[config.mk]
export PLATFORM = sky130hd
export DESIGN_NAME = elg_encoder_top
export DESIGN_NICKNAME = d
export VERILOG_FILES = /design/src/rtl/elg_pkg.sv /design/src/rtl/elg_div_if.sv /design/src/rtl/elg_divider.sv /design/src/rtl/elg_encoder_top.sv
export SDC_FILE = /design/constraint.sdc
export NUM_CORES = 2
export LEC_CHECK = 0
export BUFFER_PORTS_ARGS = -buffer_cell sky130_fd_sc_hd__buf_2
export CORE_ASPECT_RATIO = 1.75
export CORE_MARGIN = 2
export CORE_UTILIZATION = 50
export CTS_CLUSTER_DIAMETER = 120
export DETAILED_ROUTE_END_ITERATION = 12
export PLACE_DENSITY_LB_ADDON = 0.12
export SYNTH_ARGS = -nofsm -noshare
export SYNTH_HDL_FRONTEND = slang
export SYNTH_SLANG_ARGS = --single-unit
[constraint.sdc]
create_clock -name ref_clk -period 51.4 [get_ports ref_clk]
set_input_delay 10.28 -clock ref_clk [delete_from_list [all_inputs] [get_ports ref_clk]]
set_output_delay 10.28 -clock ref_clk [all_outputs]
set_load 0.1 [all_outputs]
[src/rtl/elg_pkg.sv]
// Shared constants for the encoder latch, gate and frequency block.
// Assumes a single 125 MHz clock and a simple strobe register port.
package elg_pkg;

  ////////////////////////////////////////////////////////////////////////////////
  // Widths
  localparam int ADDR_W   = 8;   // Register address width
  localparam int DATA_W   = 32;  // Register data width
  localparam int CNT_W    = 32;  // Position counter width
  localparam int PER_W    = 24;  // Period counter width
  localparam int DIVD_W   = 64;  // Dividend width
  localparam int DIVS_W   = 32;  // Divisor and quotient width

  ////////////////////////////////////////////////////////////////////////////////
  // Register byte offsets
  localparam logic [7:0] OFS_CTRL   = 8'h00;  // Control bits
  localparam logic [7:0] OFS_STATUS = 8'h04;  // Status bits
  localparam logic [7:0] OFS_COUNT  = 8'h08;  // Counter value
  localparam logic [7:0] OFS_LATCH1 = 8'h0c;  // First capture value
  localparam logic [7:0] OFS_LATCH2 = 8'h10;  // Second capture value
  localparam logic [7:0] OFS_FREQ   = 8'h14;  // Frequency value
  localparam logic [7:0] OFS_FWIN   = 8'h18;  // Window length in us
  localparam logic [7:0] OFS_FSCALE = 8'h1c;  // Frequency scaling
  localparam logic [7:0] OFS_FWAIT  = 8'h20;  // Wait time in us

  ////////////////////////////////////////////////////////////////////////////////
  // Control field positions
  localparam int CB_L1_POS  = 0;  // Latch on rising latch edge
  localparam int CB_L1_NEG  = 1;  // Latch on falling latch edge
  localparam int CB_L2_POS  = 2;  // Second latch on rising gate edge
  localparam int CB_L2_NEG  = 3;  // Second latch on falling gate edge
  localparam int CB_CONT1   = 4;  // Continuous first latch
  localparam int CB_CONT2   = 5;  // Continuous second latch
  localparam int CB_SWGATE  = 6;  // Software gate
  localparam int CB_GPOL_LO = 8;  // Gate polarity, two bits

  // Status field positions
  localparam int SB_L1_VALID = 0;
  localparam int SB_L2_VALID = 1;
  localparam int SB_MEAS_DONE = 2;
  localparam int SB_SW_VALID = 3;
  localparam int SB_PIN_LVL  = 4;
  localparam int SB_FROZEN   = 5;

  // Gate polarity codes
  localparam logic [1:0] GPOL_OFF = 2'h0;
  localparam logic [1:0] GPOL_POS = 2'h1;
  localparam logic [1:0] GPOL_NEG = 2'h2;

  ////////////////////////////////////////////////////////////////////////////////
  // Reset values and timing
  localparam logic [31:0] FWIN_RST_US   = 32'h00002710;  // 10 ms window
  localparam logic [31:0] FSCALE_RST    = 32'h00000064;  // 100 means 0.01 Hz
  localparam logic [31:0] FSCALE_ONE_HZ = 32'h00000001;  // 1 Hz units
  localparam logic [31:0] FWAIT_RST_US  = 32'h00186a00;  // Plain default wait
  localparam int CLK_PERIOD_NS = 8;    // Clock period
  localparam int TICK_NS       = 10;   // Interval timer step
  localparam int TICKS_PER_US  = 1000 / TICK_NS;
  localparam logic [63:0] TICKS_PER_S = 64'(1000000000 / TICK_NS);
  localparam logic [63:0] CENTI_PER_S = 64'h0000000000000064 * TICKS_PER_S;

endpackage : elg_pkg

[src/rtl/elg_div_if.sv]
// Carrier between the frequency logic and its divider.
// Assumes both ends share one clock and reset.
`timescale 1ns/100ps
interface elg_div_if;
  import elg_pkg::*;
  logic                start;     // One-cycle request
  logic [DIVD_W-1:0]   dividend;  // Scaled period count
  logic [DIVS_W-1:0]   divisor;   // Interval in ticks
  logic                busy;      // Request would be ignored
  logic                done;      // One-cycle result pulse
  logic [DIVS_W-1:0]   quotient;  // Saturated result

  modport master (output start, dividend, divisor, input busy, done, quotient);
  modport slave  (input start, dividend, divisor, output busy, done, quotient);
endinterface : elg_div_if

[src/rtl/elg_divider.sv]
// Sequential restoring divider, one quotient bit per clock.
// Assumes requests arrive only while busy is low; others are ignored.
`timescale 1ns/100ps
module elg_divider
  import elg_pkg::*;
(
  // Clock and reset
  input wire logic ref_clk,
  input wire logic rst,
  // Divide port
  elg_div_if.slave div
);

  logic [DIVD_W-1:0] quo_ff;    // Shifting dividend and quotient
  logic [DIVS_W-1:0] rem_ff;    // Partial remainder
  logic [DIVS_W-1:0] dsr_ff;    // Held divisor
  logic [6:0]        cnt_ff;    // Iteration count
  logic              busy_ff;   // Iterating
  logic              fin_ff;    // Last iteration just done
  logic              done_ff;   // Result pulse
  logic [DIVS_W-1:0] res_ff;    // Result
  logic [DIVS_W:0]   shifted;   // Remainder with next bit
  logic [DIVS_W:0]   trial;     // Remainder minus divisor

  assign shifted = {rem_ff, quo_ff[DIVD_W-1]};
  assign trial   = shifted - {1'b0, dsr_ff};

  ////////////////////////////////////////////////////////////////////////////////
  // Iteration; 64 steps keep the logic small at the cost of latency
  always_ff @(posedge ref_clk or posedge rst) begin
    if (rst) begin
      quo_ff  <= '0;
      rem_ff  <= '0;
      dsr_ff  <= '0;
      cnt_ff  <= '0;
      busy_ff <= 1'b0;
      fin_ff  <= 1'b0;
    end else if (div.start && !div.busy) begin
      quo_ff  <= div.dividend;
      rem_ff  <= '0;
      dsr_ff  <= div.divisor;
      cnt_ff  <= '0;
      busy_ff <= 1'b1;
      fin_ff  <= 1'b0;
    end else if (busy_ff) begin
      // Subtract when the divisor fits
      if (shifted >= {1'b0, dsr_ff}) begin
        rem_ff <= trial[DIVS_W-1:0];
        quo_ff <= {quo_ff[DIVD_W-2:0], 1'b1};
      end else begin
        rem_ff <= shifted[DIVS_W-1:0];
        quo_ff <= {quo_ff[DIVD_W-2:0], 1'b0};
      end
      cnt_ff  <= cnt_ff + 7'h01;
      busy_ff <= (cnt_ff != 7'h3f);
      fin_ff  <= (cnt_ff == 7'h3f);
    end else begin
      fin_ff <= 1'b0;
    end
  end

  ////////////////////////////////////////////////////////////////////////////////
  // Result register; a quotient too wide for the port saturates
  always_ff @(posedge ref_clk or posedge rst) begin
    if (rst) begin
      res_ff  <= '0;
      done_ff <= 1'b0;
    end else begin
      done_ff <= fin_ff;
      if (fin_ff) begin
        res_ff <= (|quo_ff[DIVD_W-1:DIVS_W]) ? '1 : quo_ff[DIVS_W-1:0];
      end
    end
  end

  assign div.busy     = busy_ff | fin_ff;
  assign div.done     = done_ff;
  assign div.quotient = res_ff;

endmodule : elg_divider

[src/rtl/elg_encoder_top.sv]
// Counter, latch, gate and frequency logic for one encoder channel.
// Assumes encoder and sensor inputs are synchronous levels to ref_clk.
`timescale 1ns/100ps

// Function
// - Rising latch edge captures counter, sets valid
// - Falling gate edge captures second value
// - Both valid flags mark measurement done
// - No rearm until all four enables cleared
// - Gate freezes counter while pin at active level
// - Polarity: off, freeze high, freeze low
// - Gate pin level shown in status
// - Positive gate: capture, then freeze
// - Negative gate: capture, then freeze
// - Software gate freezes, reports valid bit
// - Frequency equals periods over interval
// - Period count starts at first rise
// - Timer rise to last fall, 10 ns
// - Scaling default 0.01 Hz, one gives 1 Hz
// - Frequency runs free of cyclic timing
// - Freeze and resets leave frequency alone
// - Empty window: extend, hold last value
// - Wait expired: discard, output zero
// - One-shot latch holds until enable cleared
// - Continuous latch rewrites on every edge
module elg_encoder_top
  import elg_pkg::*;
(
  // Clock and reset
  input  wire logic              ref_clk,
  input  wire logic              rst,
  // Encoder and sensor pins
  input  wire logic              encA,
  input  wire logic              encB,
  input  wire logic              latchIn,
  input  wire logic              gateIn,
  // Register port
  input  wire logic [ADDR_W-1:0] regAddr,
  input  wire logic [DATA_W-1:0] regWdata,
  input  wire logic              regWr,
  input  wire logic              regRd,
  output logic      [DATA_W-1:0] regRdata
);

  ////////////////////////////////////////////////////////////////////////////////
  // Declarations
  logic [3:0]        sync1_ff;     // First synchroniser stage
  logic [3:0]        sync2_ff;     // Settled levels
  logic [3:0]        prev_ff;      // Levels one cycle older
  logic [3:0]        rise;         // Rising edge pulses
  logic [3:0]        fall;         // Falling edge pulses
  logic [DATA_W-1:0] ctrl_ff;      // Control register
  logic [31:0]       fwin_ff;      // Window length in us
  logic [31:0]       fscale_ff;    // Frequency scaling
  logic [31:0]       fwait_ff;     // Wait time in us
  logic [CNT_W-1:0]  count_ff;     // Position counter
  logic [CNT_W-1:0]  latch1_ff;    // First capture
  logic [CNT_W-1:0]  latch2_ff;    // Second capture
  logic              valid1_ff;    // First capture valid
  logic              valid2_ff;    // Second capture valid
  logic [DATA_W-1:0] rdata_ff;     // Read data
  logic [1:0]        gatePol;      // Gate polarity field
  logic              pinLvl;       // Gate pin level, freeze_pin_level
  logic              gateFreeze;   // Gate pin holds the counter
  logic              frozen;       // Counter held by any gate
  logic              allEnOff;     // Every latch enable cleared
  logic              cap1;         // First capture this cycle
  logic              cap2;         // Second capture this cycle
  logic [DATA_W-1:0] statusWord;   // Status register view

  // Frequency measurement
  logic [2:0]        tickAcc_ff;   // Phase of the 10 ns divider, modulo 5
  logic              tick;         // One 10 ns step
  logic [39:0]       winCnt_ff;    // Ticks in current window
  logic [39:0]       waitCnt_ff;   // Ticks since attempt began
  logic              started_ff;   // First rise seen
  logic [31:0]       runTime_ff;   // Ticks since first rise
  logic [31:0]       lastFall_ff;  // Time at last falling edge
  logic [PER_W-1:0]  periods_ff;   // Complete periods
  logic              winEnd;       // Window closes this cycle
  logic              expire;       // Wait time used up
  logic              haveResult;   // Window holds a full period
  logic [39:0]       winLimit;     // Window in ticks
  logic [39:0]       waitLimit;    // Wait in ticks
  logic [63:0]       scaleFactor;  // Ticks per second times scaling
  logic              divStart_ff;  // Divide request
  logic [DIVD_W-1:0] dividend_ff;  // Scaled periods
  logic [DIVS_W-1:0] divisor_ff;   // Interval
  logic [DIVS_W-1:0] freq_ff;      // Published frequency

  elg_div_if divBus ();

  ////////////////////////////////////////////////////////////////////////////////
  // Synchronisers and edge detectors, one per input pin
  genvar gi;
  generate
    for (gi = 0; gi < 4; gi++) begin : g_sync
      always_ff @(posedge ref_clk or posedge rst) begin
        if (rst) begin
          sync1_ff[gi] <= 1'b0;
          sync2_ff[gi] <= 1'b0;
          prev_ff[gi]  <= 1'b0;
        end else begin
          sync1_ff[gi] <= (gi == 0) ? encA : (gi == 1) ? encB : (gi == 2) ? latchIn : gateIn;
          sync2_ff[gi] <= sync1_ff[gi];
          prev_ff[gi]  <= sync2_ff[gi];
        end
      end
      assign rise[gi] = sync2_ff[gi] & ~prev_ff[gi];
      assign fall[gi] = ~sync2_ff[gi] & prev_ff[gi];
    end
  endgenerate

  ////////////////////////////////////////////////////////////////////////////////
  // Gate decoding
  assign gatePol    = ctrl_ff[CB_GPOL_LO+1:CB_GPOL_LO];
  assign pinLvl     = sync2_ff[3];
  // Level-based freeze: the counter is held only while the gate pin is at the active level
  assign gateFreeze = ((gatePol == GPOL_POS) && pinLvl) ||
                      ((gatePol == GPOL_NEG) && !pinLvl);
  assign frozen     = gateFreeze | ctrl_ff[CB_SWGATE];
  assign allEnOff   = ~|{ctrl_ff[CB_L1_POS], ctrl_ff[CB_L1_NEG],
                         ctrl_ff[CB_L2_POS], ctrl_ff[CB_L2_NEG]};

  ////////////////////////////////////////////////////////////////////////////////
  // Position counter, one count per track A rise, direction from track B
  always_ff @(posedge ref_clk or posedge rst) begin
    if (rst) begin
      count_ff <= '0;
    end else if (rise[0] && !frozen) begin
      count_ff <= sync2_ff[1] ? count_ff - 1'b1 : count_ff + 1'b1;
    end
  end

  ////////////////////////////////////////////////////////////////////////////////
  // Captures; the capture takes the count of the edge cycle, so a gate
  // that freezes on the same edge still sees the value stored first
  assign cap1 = ((rise[2] && ctrl_ff[CB_L1_POS]) || (fall[2] && ctrl_ff[CB_L1_NEG])) &&
                (!valid1_ff || ctrl_ff[CB_CONT1]);
  assign cap2 = ((rise[3] && ctrl_ff[CB_L2_POS]) || (fall[3] && ctrl_ff[CB_L2_NEG])) &&
                (!valid2_ff || ctrl_ff[CB_CONT2]);

  // First capture; valid clears only once every enable is off
  always_ff @(posedge ref_clk or posedge rst) begin
    if (rst) begin
      latch1_ff <= '0;
      valid1_ff <= 1'b0;
    end else if (cap1) begin
      latch1_ff <= count_ff;
      valid1_ff <= 1'b1;
    end else if (allEnOff) begin
      valid1_ff <= 1'b0;
    end
  end

  // Second capture
  always_ff @(posedge ref_clk or posedge rst) begin
    if (rst) begin
      latch2_ff <= '0;
      valid2_ff <= 1'b0;
    end else if (cap2) begin
      latch2_ff <= count_ff;
      valid2_ff <= 1'b1;
    end else if (allEnOff) begin
      valid2_ff <= 1'b0;
    end
  end

  ////////////////////////////////////////////////////////////////////////////////
  // Register writes
  always_ff @(posedge ref_clk or posedge rst) begin
    if (rst) begin
      ctrl_ff   <= '0;
      fwin_ff   <= FWIN_RST_US;
      fscale_ff <= FSCALE_RST;
      fwait_ff  <= FWAIT_RST_US;
    end else if (regWr) begin
      case (regAddr)
        OFS_CTRL:   ctrl_ff   <= regWdata & 32'h0000037f;
        OFS_FWIN:   fwin_ff   <= regWdata;
        OFS_FSCALE: fscale_ff <= regWdata;
        OFS_FWAIT:  fwait_ff  <= regWdata;
        default:    ;  // Unmapped and read-only: ignored
      endcase
    end
  end

  // Status view
  always_comb begin
    statusWord               = '0;
    statusWord[SB_L1_VALID]  = valid1_ff;
    statusWord[SB_L2_VALID]  = valid2_ff;
    statusWord[SB_MEAS_DONE] = valid1_ff & valid2_ff;
    statusWord[SB_SW_VALID]  = ctrl_ff[CB_SWGATE];
    statusWord[SB_PIN_LVL]   = pinLvl;
    statusWord[SB_FROZEN]    = frozen;
  end

  // Read data, valid the cycle after the strobe only
  always_ff @(posedge ref_clk or posedge rst) begin
    if (rst) begin
      rdata_ff <= '0;
    end else if (regRd) begin
      case (regAddr)
        OFS_CTRL:   rdata_ff <= ctrl_ff;
        OFS_STATUS: rdata_ff <= statusWord;
        OFS_COUNT:  rdata_ff <= count_ff;
        OFS_LATCH1: rdata_ff <= latch1_ff;
        OFS_LATCH2: rdata_ff <= latch2_ff;
        OFS_FREQ:   rdata_ff <= freq_ff;
        OFS_FWIN:   rdata_ff <= fwin_ff;
        OFS_FSCALE: rdata_ff <= fscale_ff;
        OFS_FWAIT:  rdata_ff <= fwait_ff;
        default:    rdata_ff <= '0;  // Unmapped reads zero
      endcase
    end else begin
      rdata_ff <= '0;
    end
  end
  assign regRdata = rdata_ff;

  ////////////////////////////////////////////////////////////////////////////////
  // 10 ns step from the 8 ns clock: phase counter modulo 5, step on four phases.
  // Steps jitter by one clock, but average exactly 10 ns.
  always_ff @(posedge ref_clk or posedge rst) begin
    if (rst) begin
      tickAcc_ff <= '0;
    end else begin
      tickAcc_ff <= (tickAcc_ff == 3'h4) ? 3'h0 : tickAcc_ff + 3'h1;
    end
  end
  // Four steps in every five clocks is 8/10
  assign tick = (tickAcc_ff != 3'h4);

  ////////////////////////////////////////////////////////////////////////////////
  // Frequency window; driven only by track A and free-running timers, never by
  // the gate, the counter or any cyclic exchange
  assign winLimit    = {8'h00, fwin_ff} * 40'd100;
  assign waitLimit   = {8'h00, fwait_ff} * 40'd100;
  assign winEnd      = tick && (winCnt_ff + 40'h1 >= winLimit);
  assign haveResult  = (periods_ff != '0) && (lastFall_ff != '0);
  assign expire      = winEnd && !haveResult && (waitCnt_ff + 40'h1 >= waitLimit);
  assign scaleFactor = (fscale_ff == FSCALE_ONE_HZ) ? TICKS_PER_S : CENTI_PER_S;

  // Window and wait timers
  always_ff @(posedge ref_clk or posedge rst) begin
    if (rst) begin
      winCnt_ff  <= '0;
      waitCnt_ff <= '0;
    end else begin
      if (winEnd) begin
        winCnt_ff <= '0;
      end else if (tick) begin
        winCnt_ff <= winCnt_ff + 40'h1;
      end
      // The wait keeps running across empty windows
      if (winEnd && (haveResult || expire)) begin
        waitCnt_ff <= '0;
      end else if (tick) begin
        waitCnt_ff <= waitCnt_ff + 40'h1;
      end
    end
  end

  // Period count and interval timer
  always_ff @(posedge ref_clk or posedge rst) begin
    if (rst) begin
      started_ff  <= 1'b0;
      runTime_ff  <= '0;
      lastFall_ff <= '0;
      periods_ff  <= '0;
    end else if (winEnd && (haveResult || expire)) begin
      // A rise in the closing cycle opens the next measurement
      started_ff  <= rise[0];
      runTime_ff  <= '0;
      lastFall_ff <= '0;
      periods_ff  <= '0;
    end else begin
      if (rise[0] && !started_ff) begin
        started_ff <= 1'b1;
        runTime_ff <= '0;
      end else if (started_ff) begin
        if (tick) begin
          runTime_ff <= runTime_ff + 32'h1;
        end
        if (rise[0]) begin
          periods_ff <= periods_ff + 1'b1;
        end
        if (fall[0]) begin
          lastFall_ff <= runTime_ff;
        end
      end
    end
  end

  // Divide request; a window closing while the divider still works is skipped
  always_ff @(posedge ref_clk or posedge rst) begin
    if (rst) begin
      divStart_ff <= 1'b0;
      dividend_ff <= '0;
      divisor_ff  <= '0;
    end else begin
      divStart_ff <= winEnd && haveResult && !divBus.busy;
      if (winEnd && haveResult) begin
        dividend_ff <= 64'({40'h0, periods_ff} * scaleFactor);
        divisor_ff  <= lastFall_ff;
      end
    end
  end
  assign divBus.start    = divStart_ff;
  assign divBus.dividend = dividend_ff;
  assign divBus.divisor  = divisor_ff;

  // Published frequency; holds through empty windows
  always_ff @(posedge ref_clk or posedge rst) begin
    if (rst) begin
      freq_ff <= '0;
    end else if (expire) begin
      freq_ff <= '0;
    end else if (divBus.done) begin
      freq_ff <= divBus.quotient;
    end
  end

  elg_divider u_div (
    .ref_clk (ref_clk),
    .rst     (rst),
    .div     (divBus)
  );
endmodule : elg_encoder_top

==> results.py <==
metrics = {
    "sta": {
        "setup_viol": 0,
        "maxSlewHeadroom_pct": 23.1,
        "post-route-period-util_pct": 25.5,
        "rsz0062_at_grt": "no",
        "hold_viol_final": 0,
        "fin_setup_tns_ns": 0,
        "fmax_mhz": 76.2,
        "fin_ws_ns": 38.28,
        "fin_crit_ns": 13.12,
        "skew_ns": 0.0330,
        "slew_viol_final": 0,
        "worst_pin_slew_ns": 1.15,
    },
    "placement": {
        "pre_cts_slack_ns": 37.63,
        "port-buffer-count": 79,
        "place_inst": 7204,
        "place_hpwl_um": 117000,
        "placed_cell_area_mm2": 0.0568,
        "routabilityCongestion": 0.942,
    },
    "die": {
        "coreArea_mm2": 0.109,
        "num_rows": 160,
        "ios": 80,
        "die-area_mm2": 0.113,
        "die_h_um": 443,
        "die_w_um": 255,
        "start_util_pct": 50.4,
    },
    "grt": {
        "antenna_found_initial": 1,
        "grt_max_degree": 165,
        "grt_pass1_vias": 43018,
        "grt_pass1_wl_um": 234000,
        "grt_util_all_layers_pct": 26.6,
        "grt_overflow_total": 0,
    },
    "yosys": {
        "synth.avg_cell_area_um2": 9.44,
        "postSynth.asyncResetShare_pct": 100,
        "synthCells": 5822,
        "yosysSeqAreaShare_pct": 32.1,
        "ys_ff_latch": 703,
        "synth_area_mm2": 0.0549,
        "yosys_warnings": 0,
        "synth_flop_cell": "dfrtp_1",
        "synth-edff-count": 0,
        "synth_cell_types": 89,
    },
    "worst_setup_path": {
        "path_max_fanout": 24,
        "cp.arrival_ns": 13.66,
        "crit_path_end_kind": "register",
        "worstSetupStartpointType": "input port",
        "cp_data_required_time_ns": 51.94,
        "criticalPathCategory": "input port to register",
    },
    "route": {
        "drt-initial-drc-count": 2023,
        "first_pass_iters": 7,
        "wl_met2_um": 81900,
        "num_vias": 40927,
        "wl_met1_um": 52400,
        "vias_per_cell": 5.58,
        "drc": 0,
        "wire_per_inst_um": 20.0,
        "drt_wl_total_um": 147000,
        "final_antenna_net_count": 0,
        "routed.top_layer": "met4",
        "met3_length_um": 4100,
    },
    "final_layout": {
        "fillerInstances": 10064,
        "post-route-util_pct": 54.5,
        "drive_gt1_share_pct": 8.46,
        "final_common_cell": "inv_1",
        "layout_common_cells": "inv_1, nand2_1, dfrtp_1, ha_1, o21ai_0",
        "finalNonFillerCells": 7336,
        "antenna-diode-count": 0,
        "nets": 6828,
        "area_delta_synth_final_pct": 7.99,
        "final_area_mm2": 0.0593,
    },
    "pwr": {
        "leakage_nw": 30.9,
        "p_per_area_mw_per_mm2": 38.9,
        "ir_worst_vdd_uv": 31.8,
    },
    "clock_tree": {
        "clock_latency_ns": 0.68,
        "htreeDepth": 3,
        "cts.clk_slew.worst_paths_ns": 0.06,
        "ctsHoldBuffers": 0,
        "tritoncts": "done",
        "cts-resized-gates": 0,
        "post_cts_buffers": 0,
        "clkSinkCount": 703,
        "cts.path.max_buffers": 3,
        "root_buffer": "clkbuf_16",
        "numCtsBuffers": 72,
    },
    "run": {
        "cap_viol_max_count": 0,
    },
    "outcome": {
        "status": "finished, final reports clean",
    },
    "min_path": {
        "min_path_type": "register to register",
    },
}
stage by stage:
stage | total power, mW | hold slack, ns
2_1_floorplan | 1.49 | 0.331
3_3_place_gp | 1.73 | 0.333
3_5_place_dp | 1.75 | 0.336
4_1_cts | 2.33 | 0.357
5_1_grt | 2.50 | 0.358
6_report | 2.31 | 0.354
routing by layer:
metal | track usage (%) | up-vias
li1 | - | 19519
met1 | 27.1 | 20334
met2 | 52.0 | 716
met3 | 2.96 | 358
met4 | 14.2 | 0
met5 | 0 | -
area by class of cell:
type	instances	area (um^2)	area share (%)
Tap cell	1458	1820	3.07
Multi-Input combinational cell	4092	33500	56.5
Sequential cell	703	17600	29.7
Inverter	829	3120	5.26
Clock inverter	35	483	0.814
Timing Repair Buffer	122	731	1.23
Clock buffer	97	2060	3.47
state kept, by name (all words and copies together), names as in the netlist, 40 cells and up:
| name | count |
|---|---|
| winCnt_ff | 40 |
| u_div.quo_ff | 64 |
| waitCnt_ff | 40 |
| divBus.dividend | 50 |
report_power, final:
part	internal, mW	switching (mW)	total, mW
logic	0.406	0.567	0.973
clock network	0.326	0.242	0.568
registers	0.658	0.106	0.764
total	1.39	0.916	2.31
synth_stat cells (all sizes together) (22+ instances only):
master / instances / area share [%]
nor2: 221 / 1.5
mux2i: 74 / 1.3
and3: 57 / 0.65
clkbuf: 162 / 1.1
o31ai: 26 / 0.36
buf: 49 / 0.44
nor4: 33 / 0.40
nand2: 829 / 5.7
inv: 829 / 5.7
o21ai: 382 / 3.5
nand2b: 42 / 0.48
mux2: 178 / 3.6
a22oi: 81 / 1.1
nor2b: 32 / 0.36
o22a: 33 / 0.53
nor3: 39 / 0.38
nand3: 91 / 0.85
fa: 346 / 13
o21a: 22 / 0.30
ha: 614 / 14
nand4: 53 / 0.64
a221oi: 37 / 0.61
dfrtp: 689 / 31
o211ai: 26 / 0.36
a31oi: 41 / 0.47
a21o: 101 / 1.4
xor2: 123 / 2.0
xnor2: 142 / 2.3
a21oi: 247 / 2.3
a211oi: 24 / 0.33
critical path, stage by stage:
cell     delay [ns]
buf_2          0.10
or4_1          0.67
nor4_1         0.23
buf_4          0.21
and2_1         0.83
nand2_1        0.57
buf_4          0.42
mux2_2         0.32
worst paths after layout:
| check | startpoint | endpoint | slack (ns) | depth (start not counted) |
|---|---|---|---|---|
| setup / recovery | regAddr[1] | fwait_ff[27]$_DFFE_PP0P_ | 38.28 | 8 |
| hold / removal | sync1_ff[2]$_DFF_PP0_ | sync2_ff[2]$_DFF_PP0_ | 0.35 | 0 |
| setup reg to reg | fscale_ff[3]$_DFFE_PP0P_ | divBus.dividend[53]$_DFFE_PP0P_ | 41.18 | 26 |
| hold reg to reg | sync1_ff[2]$_DFF_PP0_ | sync2_ff[2]$_DFF_PP0_ | 0.35 | 0 |
| max in group asynchronous | rst | divBus.start$_DFF_PP0_ | 38.75 | 5 |
| min in group asynchronous | rst | winCnt_ff[2]$_DFFE_PP0P_ | 9.68 | 2 |
kinds of logic (layout without fill, tap and decap cells):
logic type	count (synthesis)	after routing	synth area share, %
simple gates	1465	1465	11.9
fa+ha+maj	960	960	26.6
compound gates	1133	1133	13.0
xor+xnor	265	265	4.22
flops	703	703	32.1
buf+inv	1040	1083	7.21
mux	254	254	5.08
other cells	2	15	0.0137
(Power assumes the default switching activity.)
